==> config.mk <==
export PLATFORM = sky130hd
export DESIGN_NAME = gcr_bank
export DESIGN_NICKNAME = d
export VERILOG_FILES = /design/src/hw/gcr_pkg.sv /design/src/hw/gcr_cfg_if.sv /design/src/hw/gcr_bank.sv /design/src/hw/gcr_pin_stage.sv
export SDC_FILE = /design/constraint.sdc
export NUM_CORES = 1
export LEC_CHECK = 0
export ABC_AREA = 0
export BUFFER_PORTS_ARGS = -buffer_cell sky130_fd_sc_hd__buf_2
export CAP_MARGIN = 20
export CORE_MARGIN = 2
export CORE_UTILIZATION = 35
export DETAILED_ROUTE_END_ITERATION = 12
export PLACE_DENSITY = 0.77
export SYNTH_ARGS = -nofsm -noshare
export SYNTH_HDL_FRONTEND = slang
export SYNTH_SLANG_ARGS = --single-unit
==> constraint.sdc <==
create_clock -name clk_sys_i -period 4.3 [get_ports clk_sys_i]
set_input_delay 0.215 -clock clk_sys_i [delete_from_list [all_inputs] [get_ports clk_sys_i]]
set_output_delay 0.215 -clock clk_sys_i [all_outputs]
set_load 0.02 [all_outputs]
==> src/hw/gcr_pkg.sv <==
// Package: constants and types of the global configuration register bank
package gcr_pkg;
    // ==========================================================
    // Register map
    localparam logic [6:0] GCR_ADDR_GLOBAL_CONFIG = 7'h00;
    localparam logic [7:0] GCR_WRITE_FLAG = 8'h80;
    localparam int GCR_ADDR_W = 7;
    localparam int GCR_DATA_W = 32;
    localparam int GCR_CFG_W = 11;
    localparam logic [10:0] GCR_CFG_RESET = 11'h000;
    localparam logic [10:0] GCR_CFG_WMASK = 11'h788;
    // ==========================================================
    // Field positions
    localparam int GCR_POS_CMP_EN = 3;
    localparam int GCR_POS_TEST_MODE = 7;
    localparam int GCR_POS_AXIS1_INV = 8;
    localparam int GCR_POS_AXIS2_INV = 9;
    localparam int GCR_POS_LOCK = 10;
    localparam int GCR_PROBE_W = 4;
    localparam logic [3:0] GCR_PROBE_RESET = 4'h0;
    // ==========================================================
    // Access states
    typedef enum logic [2:0] {
        GCR_ST_IDLE = 3'b001,
        GCR_ST_WRITE = 3'b010,
        GCR_ST_READ = 3'b100
    } gcr_state_t;
endpackage
==> src/hw/gcr_cfg_if.sv <==
// Interface: configuration fields passed from the register to the pin stage
`timescale 1ns/1ps
interface gcr_cfg_if;
    logic cmp_en;
    logic test_mode;
    logic axis1_inv;
    logic axis2_inv;
    logic [3:0] probe_sel;
    modport src (output cmp_en, output test_mode, output axis1_inv,
        output axis2_inv, output probe_sel);
    modport dst (input cmp_en, input test_mode, input axis1_inv,
        input axis2_inv, input probe_sel);
endinterface

==> src/hw/gcr_bank.sv <==
// Top: global configuration register bank behind the decoded access port
`timescale 1ns/1ps
// Summary of operation
// - Reset clears every register to zero unless another value is set.
// - Address bit 7 set (base plus 0x80) marks a write to the base.
// - Compare enable low puts interrupt and position pulse in tristate.
// - Compare enable high drives interrupt and position pulse outputs.
// - Test mode bit routes the probed signal onto the axis 2 switch pin.
// - Bit 8 inverts the direction of motor 1.
// - Bit 9 inverts the direction of motor 2.
// - Once bit 10 is set the configuration register rejects writes.
module gcr_bank (
    input wire logic clk_sys_i,
    input wire logic reset_i,
    input wire logic clk_en_i,
    input wire logic acc_valid_i,
    input wire logic [7:0] acc_addr_i,
    input wire logic [gcr_pkg::GCR_DATA_W-1:0] acc_wdata_i,
    input wire logic [gcr_pkg::GCR_PROBE_W-1:0] probe_sel_i,
    input wire logic irq_req_i,
    input wire logic pos_pulse_req_i,
    input wire logic axis1_dir_i,
    input wire logic axis2_dir_i,
    input wire logic [15:0] probe_bus_i,
    output logic [gcr_pkg::GCR_DATA_W-1:0] acc_rdata_o,
    output logic acc_done_o,
    output logic irq_o,
    output logic irq_oe_o,
    output logic position_pulse_output_o,
    output logic position_pulse_output_oe_o,
    output logic axis1_dir_o,
    output logic axis2_dir_o,
    output logic axis2_right_switch_pin_o,
    output logic axis2_right_switch_pin_oe_o
);
    import gcr_pkg::*;
    // ==========================================================
    // Decode
    logic [GCR_CFG_W-1:0] cfg_q;
    logic [GCR_PROBE_W-1:0] probe_q;
    logic [GCR_DATA_W-1:0] rdata_q;
    logic done_q;
    gcr_state_t state_q;
    gcr_state_t state_d;
    wire logic is_write = acc_addr_i[7];
    wire logic [6:0] base_addr = acc_addr_i[6:0];
    wire logic hit_cfg = (base_addr == GCR_ADDR_GLOBAL_CONFIG);
    wire logic locked = cfg_q[GCR_POS_LOCK];
    wire logic cfg_we = acc_valid_i & is_write & hit_cfg & ~locked;
    wire logic [GCR_CFG_W-1:0] cfg_d =
        acc_wdata_i[GCR_CFG_W-1:0] & GCR_CFG_WMASK;
    wire logic [GCR_DATA_W-1:0] rdata_d = hit_cfg ?
        {{(GCR_DATA_W-GCR_CFG_W){1'b0}}, cfg_q} : '0;
    // ==========================================================
    // Access sequencing
    always_comb begin
        state_d = GCR_ST_IDLE;
        if (acc_valid_i) begin
            state_d = is_write ? GCR_ST_WRITE : GCR_ST_READ;
        end
    end
    // ==========================================================
    // Registers
    always_ff @(posedge clk_sys_i) begin
        if (reset_i) begin
            cfg_q <= GCR_CFG_RESET;
            rdata_q <= '0;
            done_q <= 1'b0;
            state_q <= GCR_ST_IDLE;
        end else if (clk_en_i) begin
            state_q <= state_d;
            done_q <= acc_valid_i;
            if (cfg_we) begin
                cfg_q <= cfg_d;
            end
            if (acc_valid_i & ~is_write) begin
                rdata_q <= rdata_d;
            end
        end
    end
    // Probe selection is taken from the test-select port
    always_ff @(posedge clk_sys_i) begin
        if (reset_i) begin
            probe_q <= GCR_PROBE_RESET;
        end else if (clk_en_i) begin
            probe_q <= probe_sel_i;
        end
    end
    assign acc_rdata_o = rdata_q;
    assign acc_done_o = done_q;
    // ==========================================================
    // Pin stage
    gcr_cfg_if cfg_bus ();
    assign cfg_bus.cmp_en = cfg_q[GCR_POS_CMP_EN];
    assign cfg_bus.test_mode = cfg_q[GCR_POS_TEST_MODE];
    assign cfg_bus.axis1_inv = cfg_q[GCR_POS_AXIS1_INV];
    assign cfg_bus.axis2_inv = cfg_q[GCR_POS_AXIS2_INV];
    assign cfg_bus.probe_sel = probe_q;
    gcr_pin_stage u_pins (
        .clk_sys_i(clk_sys_i),
        .reset_i(reset_i),
        .clk_en_i(clk_en_i),
        .cfg(cfg_bus),
        .irq_req_i(irq_req_i),
        .pos_pulse_req_i(pos_pulse_req_i),
        .axis1_dir_i(axis1_dir_i),
        .axis2_dir_i(axis2_dir_i),
        .probe_bus_i(probe_bus_i),
        .irq_o(irq_o),
        .irq_oe_o(irq_oe_o),
        .position_pulse_output_o(position_pulse_output_o),
        .position_pulse_output_oe_o(position_pulse_output_oe_o),
        .axis1_dir_o(axis1_dir_o),
        .axis2_dir_o(axis2_dir_o),
        .axis2_right_switch_pin_o(axis2_right_switch_pin_o),
        .axis2_right_switch_pin_oe_o(axis2_right_switch_pin_oe_o)
    );
endmodule

==> src/hw/gcr_pin_stage.sv <==
// Pin stage: output enables, direction inversion and test output routing
`timescale 1ns/1ps
module gcr_pin_stage (
    input wire logic clk_sys_i,
    input wire logic reset_i,
    input wire logic clk_en_i,
    gcr_cfg_if.dst cfg,
    input wire logic irq_req_i,
    input wire logic pos_pulse_req_i,
    input wire logic axis1_dir_i,
    input wire logic axis2_dir_i,
    input wire logic [15:0] probe_bus_i,
    output logic irq_o,
    output logic irq_oe_o,
    output logic position_pulse_output_o,
    output logic position_pulse_output_oe_o,
    output logic axis1_dir_o,
    output logic axis2_dir_o,
    output logic axis2_right_switch_pin_o,
    output logic axis2_right_switch_pin_oe_o
);
    import gcr_pkg::*;
    // ==========================================================
    // Next values
    wire logic oe_d = cfg.cmp_en;
    wire logic d1_d = axis1_dir_i ^ cfg.axis1_inv;
    wire logic d2_d = axis2_dir_i ^ cfg.axis2_inv;
    wire logic probe_d = probe_bus_i[cfg.probe_sel];
    // ==========================================================
    // Output flops
    always_ff @(posedge clk_sys_i) begin
        if (reset_i) begin
            irq_o <= 1'b0;
            irq_oe_o <= 1'b0;
            position_pulse_output_o <= 1'b0;
            position_pulse_output_oe_o <= 1'b0;
            axis1_dir_o <= 1'b0;
            axis2_dir_o <= 1'b0;
            axis2_right_switch_pin_o <= 1'b0;
            axis2_right_switch_pin_oe_o <= 1'b0;
        end else if (clk_en_i) begin
            irq_o <= irq_req_i & oe_d;
            irq_oe_o <= oe_d;
            position_pulse_output_o <= pos_pulse_req_i & oe_d;
            position_pulse_output_oe_o <= oe_d;
            axis1_dir_o <= d1_d;
            axis2_dir_o <= d2_d;
            axis2_right_switch_pin_o <= probe_d & cfg.test_mode;
            axis2_right_switch_pin_oe_o <= cfg.test_mode;
        end
    end
endmodule

==> metrics.csv, run 1 <==
stage;metric;value;unit
yosys;yosys_warnings;0;
global_route;grt_max_degree;24;
detailed_routing;drc_errors;0;
detailed_routing;via_per_inst;4.26;
min_path;hold_end;cfg_bus.probe_sel[0]$_SDFFE_PP0P_;
critical_path;crit_chain;mux4_2 > mux2i_1 > mux2_2 > o31ai_1;
sta;max_freq;0.662;GHz
global_route;grt_pass1_vias;791;
sta;fin_setup_tns;0;ps
critical_path;start_kind;flop;
cells_and_area;num_antenna_cells;0;
critical_path;crit_type;flop to flop;
power_and_ir_drop;powerDensity;310;mW/mm2
cells_and_area;final_common_cell;buf_2;
place;gp_congestion;0.681;
sta;min_period;1510;ps
sta;hold_viol;0;
clock_network;path_clk_slew;120;ps
critical_path;cp_num_buf_inv;0;
global_route;grt_overflow;0;
place;dpl_worst_slack;2620;ps
min_path;hold_class;input pin to flop;
power_and_ir_drop;p_leak;0.671;nW
detailed_routing;drtAntennaViolNets;0;
run;cap_violations;0;
place;port_buffers;54;
sta;setup_viol;0;
clock_network;cts_resized;0;
global_route;grt_use_total;0.122;
die;core_area;0.00310;mm2
run_status;outcome;completed;
sta;rsz0062_at_grt;false;
yosys;syn_area;0.00116;mm2
critical_path;slowest_delay;550;ps
die;die_h;61.6;um
yosys;syn_avg_cell_area;9.85;um2
detailed_routing;wire_per_inst;10.2;um
clock_network;cts_tree;done;
global_route;antenna_found_initial;0;
critical_path;critPathArrivalTime;1700;ps
critical_path;cpMaxStageDelayCell;mux4_2;
critical_path;end_kind;flop;
critical_path;cp_top_family;multiplexers;
critical_path;reg2reg_depth;4;
power_and_ir_drop;ir_drop;176;uV
sta;whs;127;ps
detailed_routing;dr.pass1.iters;3;
cells_and_area;layout_common_cells;54 x buf_2, 27 x conb_1, 22 x dfxtp_1;
clock_network;numCtsBuffers;3;
die;die_x;61.6;um
clock_network;post_cts_buffers;0;
clock_network;cts_max_level;1;
die;start_util;0.375;
clock_network;ctsHoldBuffers;0;
cells_and_area;drive_gt1_frac;0.396;
detailed_routing;wl;2180;um
die;ios;109;
cells_and_area;final_nets;238;
detailed_routing;drt_iter0_drc;23;
critical_path;r2r_start;cfg_bus.probe_sel[0]$_SDFFE_PP0P_;
clock_network;clockBufferDepth;2;
critical_path;cp.required;4490;ps
critical_path;r2r_slack;2790;ps
sta;fin_skew;11.6;ps
sta;slew_violations;0;
sta;layout_setup_ws;2790;ps
place;dp_hpwl;1720;um
die;dieArea;0.00380;mm2
critical_path;timing.rr.end;u_pins.axis2_right_switch_pin_o$_SDFFE_PP0P_;
clock_network;root_buffer;clkbuf_4;
yosys;synth-seq-cells;22;
yosys;syn_inst;118;
clock_network;insertion_delay;310;ps
global_route;grt_pass1_wl;3350;um
critical_path;path_max_fanout;5;
min_path;holdPathStages;3;
yosys;ys_seq_area_frac;0.379;
yosys;ys_types;25;
min_path;min_from;probe_sel_i[0];
detailed_routing;num_vias;907;
cells_and_area;syn2layout_area_growth;21.1;%
clock_network;cts_sinks;22;
sta;fin_crit_sh;0.351;
die;rows;20;
worst min-delay path, cell delays in order:
cell,delay (ps)
buf_2,70
mux2i_1,50
nor2_1,70
synthesized netlist by cell type:
cell type,number,area [um2]
nor3_4,1,16.3
nand4b_1,1,8.76
mux4_2,4,90.1
conb_1,1,3.75
nor3_2,1,10.0
nor2_1,18,67.6
a22oi_1,5,37.5
a21oi_1,4,20.0
nand2_1,1,3.75
clkbuf_2,1,5.00
or3b_2,1,8.76
xnor2_1,2,17.5
nand3_1,2,10.0
nand3b_1,1,7.51
buf_1,1,3.75
a211oi_1,2,15.0
dfxtp_1,22,440
clkbuf_1,3,11.3
nand2b_1,3,18.8
mux2i_1,12,120
mux2_2,1,11.3
or3_1,1,6.26
o31ai_1,1,7.51
buf_4,28,210
or4_4,1,11.3
sequential cells by signal, summed over array words and instances (netlist names):
name,flops
cfg_bus.probe_sel,4
acc_done_o,1
u_pins.irq_oe_o,1
cfg_q,5
u_pins.position_pulse_output_o,1
acc_rdata_o,5
u_pins.axis2_right_switch_pin_o,1
u_pins.axis1_dir_o,1
u_pins.irq_o,1
u_pins.axis2_dir_o,1
u_pins.axis2_right_switch_pin_oe_o,1
where the power goes:
part	leakage [nW]	internal [W]	total (W)	switching (W)
Combinational	0.464	0.0000280	0.0000687	0.0000407
Sequential	0.179	0.000208	0.000212	0.00000374
Clock	0.0279	0.0000943	0.000156	0.0000613
Total	0.671	0.000330	0.000436	0.000106
worst max-delay path by stage:
stage	startpoint	slack, ps	to	depth (start not counted)
2_1_floorplan	acc_addr_i[3]	2850	cfg_q[9]$_SDFFE_PP0P_	4
3_3_place_gp	acc_addr_i[3]	2650	cfg_q[8]$_SDFFE_PP0P_	5
3_5_place_dp	acc_addr_i[3]	2620	cfg_q[3]$_SDFFE_PP0P_	5
4_1_cts	cfg_bus.probe_sel[0]$_SDFFE_PP0P_	2770	u_pins.axis2_right_switch_pin_o$_SDFFE_PP0P_	4
5_1_grt	cfg_bus.probe_sel[0]$_SDFFE_PP0P_	2660	u_pins.axis2_right_switch_pin_o$_SDFFE_PP0P_	4
6_report	cfg_bus.probe_sel[0]$_SDFFE_PP0P_	2790	u_pins.axis2_right_switch_pin_o$_SDFFE_PP0P_	4
cells by family (layout without fill, tap and decap cells):
kind of cell    after synthesis  after routing  share of synthesized area
compound gates               12             12                     0.0689
simple gates                 31             31                      0.145
mux                          17             17                      0.191
flops                        22             22                      0.379
other cells                   1             27                    0.00323
xor+xnor                      2              2                     0.0151
buf+inv                      33             58                      0.198
stage by stage:
step	power, W	util	area (um2)	cells
CTS	0.000444	0.454	1410	213
finish	0.000436	0.454	1410	213
global placement	0.000285	0.437	1360	209
floorplan	0.000282	-	1260	144
global route	0.000459	0.454	1410	213
detailed placement	0.000285	0.437	1360	209
final cells by class:
cell class	instances	area, um2
clock buffers	3	22.5
clock inverters	1	30.0
fillers	330	1700
multi-input cells	89	589
flip-flops and latches	22	440
well taps	44	55.1
repair buffers	54	270
metal layers:
layer  part of all wire  vias up  global-route usage
met1               0.42      410               0.137
met5                  0        -                   0
li1                   -      455                   -
met3              0.082        3              0.0483
met4             0.0037        0              0.0334
met2               0.49       39               0.214
(Power assumes the default switching activity.)
==> run 2: changes to the inputs <==
ABC_AREA = 1   (was 0)
PLACE_DENSITY = 0.74   (was 0.77)
clock period = 1.4 ns   (was 4.3 ns; I/O delays follow)
==> run 2 against run 1 <==
Via count grew 25%. Register-to-register slack lost 2500 ps. Worst hold slack lost 68 ps. Critical path depth grew 6. Combinational power grew to 4.0 times the previous value. Area after synthesis grew 12%. Clock skew shrank 7.5 ps. Largest power group unchanged. Highest routed layer unchanged.
==> metrics.csv, run 2 <==
stage;metric;value;unit
run_status;outcome;completed;
detailed_routing;drt_iter0_drc;38;
yosys;synth_top_area_cell;dfxtp_1;
critical_path;r2r_slack;270;ps
run;cap_violations;0;
yosys;synthArstFlopShare;0;
sta;layout_setup_ws;272;ps
sta;whs;59.4;ps
detailed_routing;wire_per_inst;9.15;um
critical_path;cpMaxStageDelayCell;dfxtp_1;
yosys;synthFlopType;dfxtp_1;
detailed_routing;dr.pass1.iters;4;
die;start_util;0.360;
cells_and_area;n_fill_cell;395;
clock_network;cts_sinks;22;
power_and_ir_drop;ir_drop;487;uV
sta;slew_violations;0;
yosys;synthTopCellsByCount;37 x nand2_1, 28 x buf_4, 22 x dfxtp_1;
clock_network;clockBufferDepth;2;
critical_path;cp.required;1600;ps
detailed_routing;drtAntennaViolNets;0;
critical_path;path_common_cell;nand2_1;
cells_and_area;final_nets;305;
detailed_routing;drc_errors;0;
yosys;synth.most_common_cell;nand2_1;
global_route;grt_overflow;0;
critical_path;crit_chain;buf_4 > inv_8 > nand2_1 > nand2_1 > nand2_1 > nand3_1 > nand3_1 > nand2_1 > nand2_1 > a21oi_2;
critical_path;end_kind;flop;
die;core_area;0.00363;mm2
cells_and_area;layout_common_cells;54 x buf_2, 37 x nand2_1, 27 x conb_1;
sta;min_period;1130;ps
sta;setup_viol;0;
critical_path;slowest_delay;300;ps
yosys;syn_inst;183;
cells_and_area;regArea;440;um2
clock_network;cts_resized;0;
cells_and_area;num_antenna_cells;0;
global_route;grt_pass1_wl;3940;um
yosys;ys_seq_area_frac;0.337;
cells_and_area;syn2layout_area_growth;18.9;%
power_and_ir_drop;p_leak;0.829;nW
clock_network;cts_max_level;1;
yosys;ys_types;20;
yosys;netlist_top_cells_area;dfxtp_1 34%, buf_4 16%, nand2_1 11%;
critical_path;path_max_fanout;9;
detailed_routing;wl;2600;um
die;rows;22;
min_path;hold_class;input pin to flop;
sta;rsz0062_at_grt;false;
cells_and_area;multi_input_area;614;um2
sta;fin_crit_sh;0.806;
yosys;yosys_warnings;0;
yosys;synth_edf_count;0;
place;port_buffers;54;
clock_network;post_cts_buffers;0;
clock_network;cts_tree;done;
clock_network;insertion_delay;260;ps
critical_path;critPathArrivalTime;1330;ps
cells_and_area;drive_gt1_frac;0.297;
sta;fin_skew;4.07;ps
clock_network;ctsHoldBuffers;0;
critical_path;start_kind;flop;
critical_path;cp_num_buf_inv;2;
global_route;grt_max_degree;17;
die;die_h;65.1;um
cells_and_area;final_common_cell;buf_2;
sta;max_freq;0.887;GHz
critical_path;cp_top_family;simple AND/OR/NAND/NOR gates;
clock_network;root_buffer;clkbuf_8;
yosys;synth-seq-cells;22;
die;dieArea;0.00424;mm2
place;gp_congestion;0.720;
detailed_routing;num_vias;1138;
detailed_routing;via_per_inst;4.01;
yosys;syn_avg_cell_area;7.14;um2
global_route;grt_use_total;0.121;
global_route;grt_pass1_vias;926;
die;ios;109;
die;die_x;65.1;um
clock_network;path_clk_slew;80;ps
place;dpl_worst_slack;295;ps
place;dp_hpwl;2080;um
sta;fin_setup_tns;0;ps
yosys;synth_top_area_frac;0.337;
power_and_ir_drop;powerDensity;891;mW/mm2
sta;hold_viol;0;
global_route;antenna_found_initial;0;
critical_path;crit_type;flop to flop;
yosys;syn_area;0.00131;mm2
clock_network;numCtsBuffers;3;
==> run 2: cell types whose count changed in the layout (fill, tap and decap cells not counted), moves of 8 or more <==
| cell | previous run | this run |
|---|---|---|
| a21oi_1 | 4 | 18 |
| inv_1 | 0 | 21 |
| mux2i_1 | 12 | 0 |
| nand2_1 | 1 | 37 |
| nand3_1 | 2 | 14 |
| nor2_1 | 18 | 10 |
| o21ai_0 | 0 | 15 |
==> run 2: report_power, final <==
part | internal, W | switching [W] | leakage [nW]
logic | 0.0000924 | 0.000183 | 0.621
registers | 0.000646 | 0.0000105 | 0.180
clock network | 0.000251 | 0.000200 | 0.0288
==> run 2: cell type report <==
type,count,share of cell area
well taps,48,0.0387
clock buffers,4,0.0355
multi-input cells,131,0.396
flip-flops and latches,22,0.284
repair buffers,57,0.189
inverters,22,0.0580
==> run 2: worst min-delay path, stage by stage <==
cell     delay [ps]
buf_2            80
o21ai_0          70
nor2_1           70
==> run 2: routing by layer <==
| metal | track usage | routed length, um | vias up |
|---|---|---|---|
| li1 | - | - | 626 |
| met3 | 0.0325 | 240 | 5 |
| met4 | 0.0625 | 46 | 0 |
| met5 | 0 | 0 | - |
| met1 | 0.138 | 1110 | 457 |
| met2 | 0.207 | 1200 | 50 |
==> run 2: final timing paths <==
kind	cells after the start	end	startpoint
setup / recovery	10	u_pins.axis2_right_switch_pin_o$_SDFFE_PP0P_	cfg_bus.probe_sel[0]$_SDFFE_PP0P_
hold / removal	3	cfg_q[3]$_SDFFE_PP0P_	acc_wdata_i[3]
setup reg to reg	10	u_pins.axis2_right_switch_pin_o$_SDFFE_PP0P_	cfg_bus.probe_sel[0]$_SDFFE_PP0P_
hold reg to reg	2	u_pins.axis2_right_switch_pin_oe_o$_SDFFE_PP0P_	u_pins.axis2_right_switch_pin_oe_o$_SDFFE_PP0P_
==> run 2: cell families after synthesis <==
group / after synthesis / share of synthesized area
flip-flops: 22 / 0.337
AND/OR/NAND/NOR: 67 / 0.239
AO/OA/AOI/OAI: 35 / 0.140
XOR/XNOR: 2 / 0.0134
buffers and inverters: 56 / 0.267
other: 1 / 0.00287
==> run 2: stage by stage <==
| step | cell area [um2] | cells | total power, W | utilization |
|---|---|---|---|---|
| 2_1_floorplan | 1400 | 209 | 0.000920 | - |
| 3_3_place_gp | 1500 | 280 | 0.000943 | 0.412 |
| 3_5_place_dp | 1500 | 280 | 0.000947 | 0.412 |
| 4_1_cts | 1550 | 284 | 0.00140 | 0.427 |
| 5_1_grt | 1550 | 284 | 0.00146 | 0.427 |
| 6_report | 1550 | 284 | 0.00138 | 0.427 |
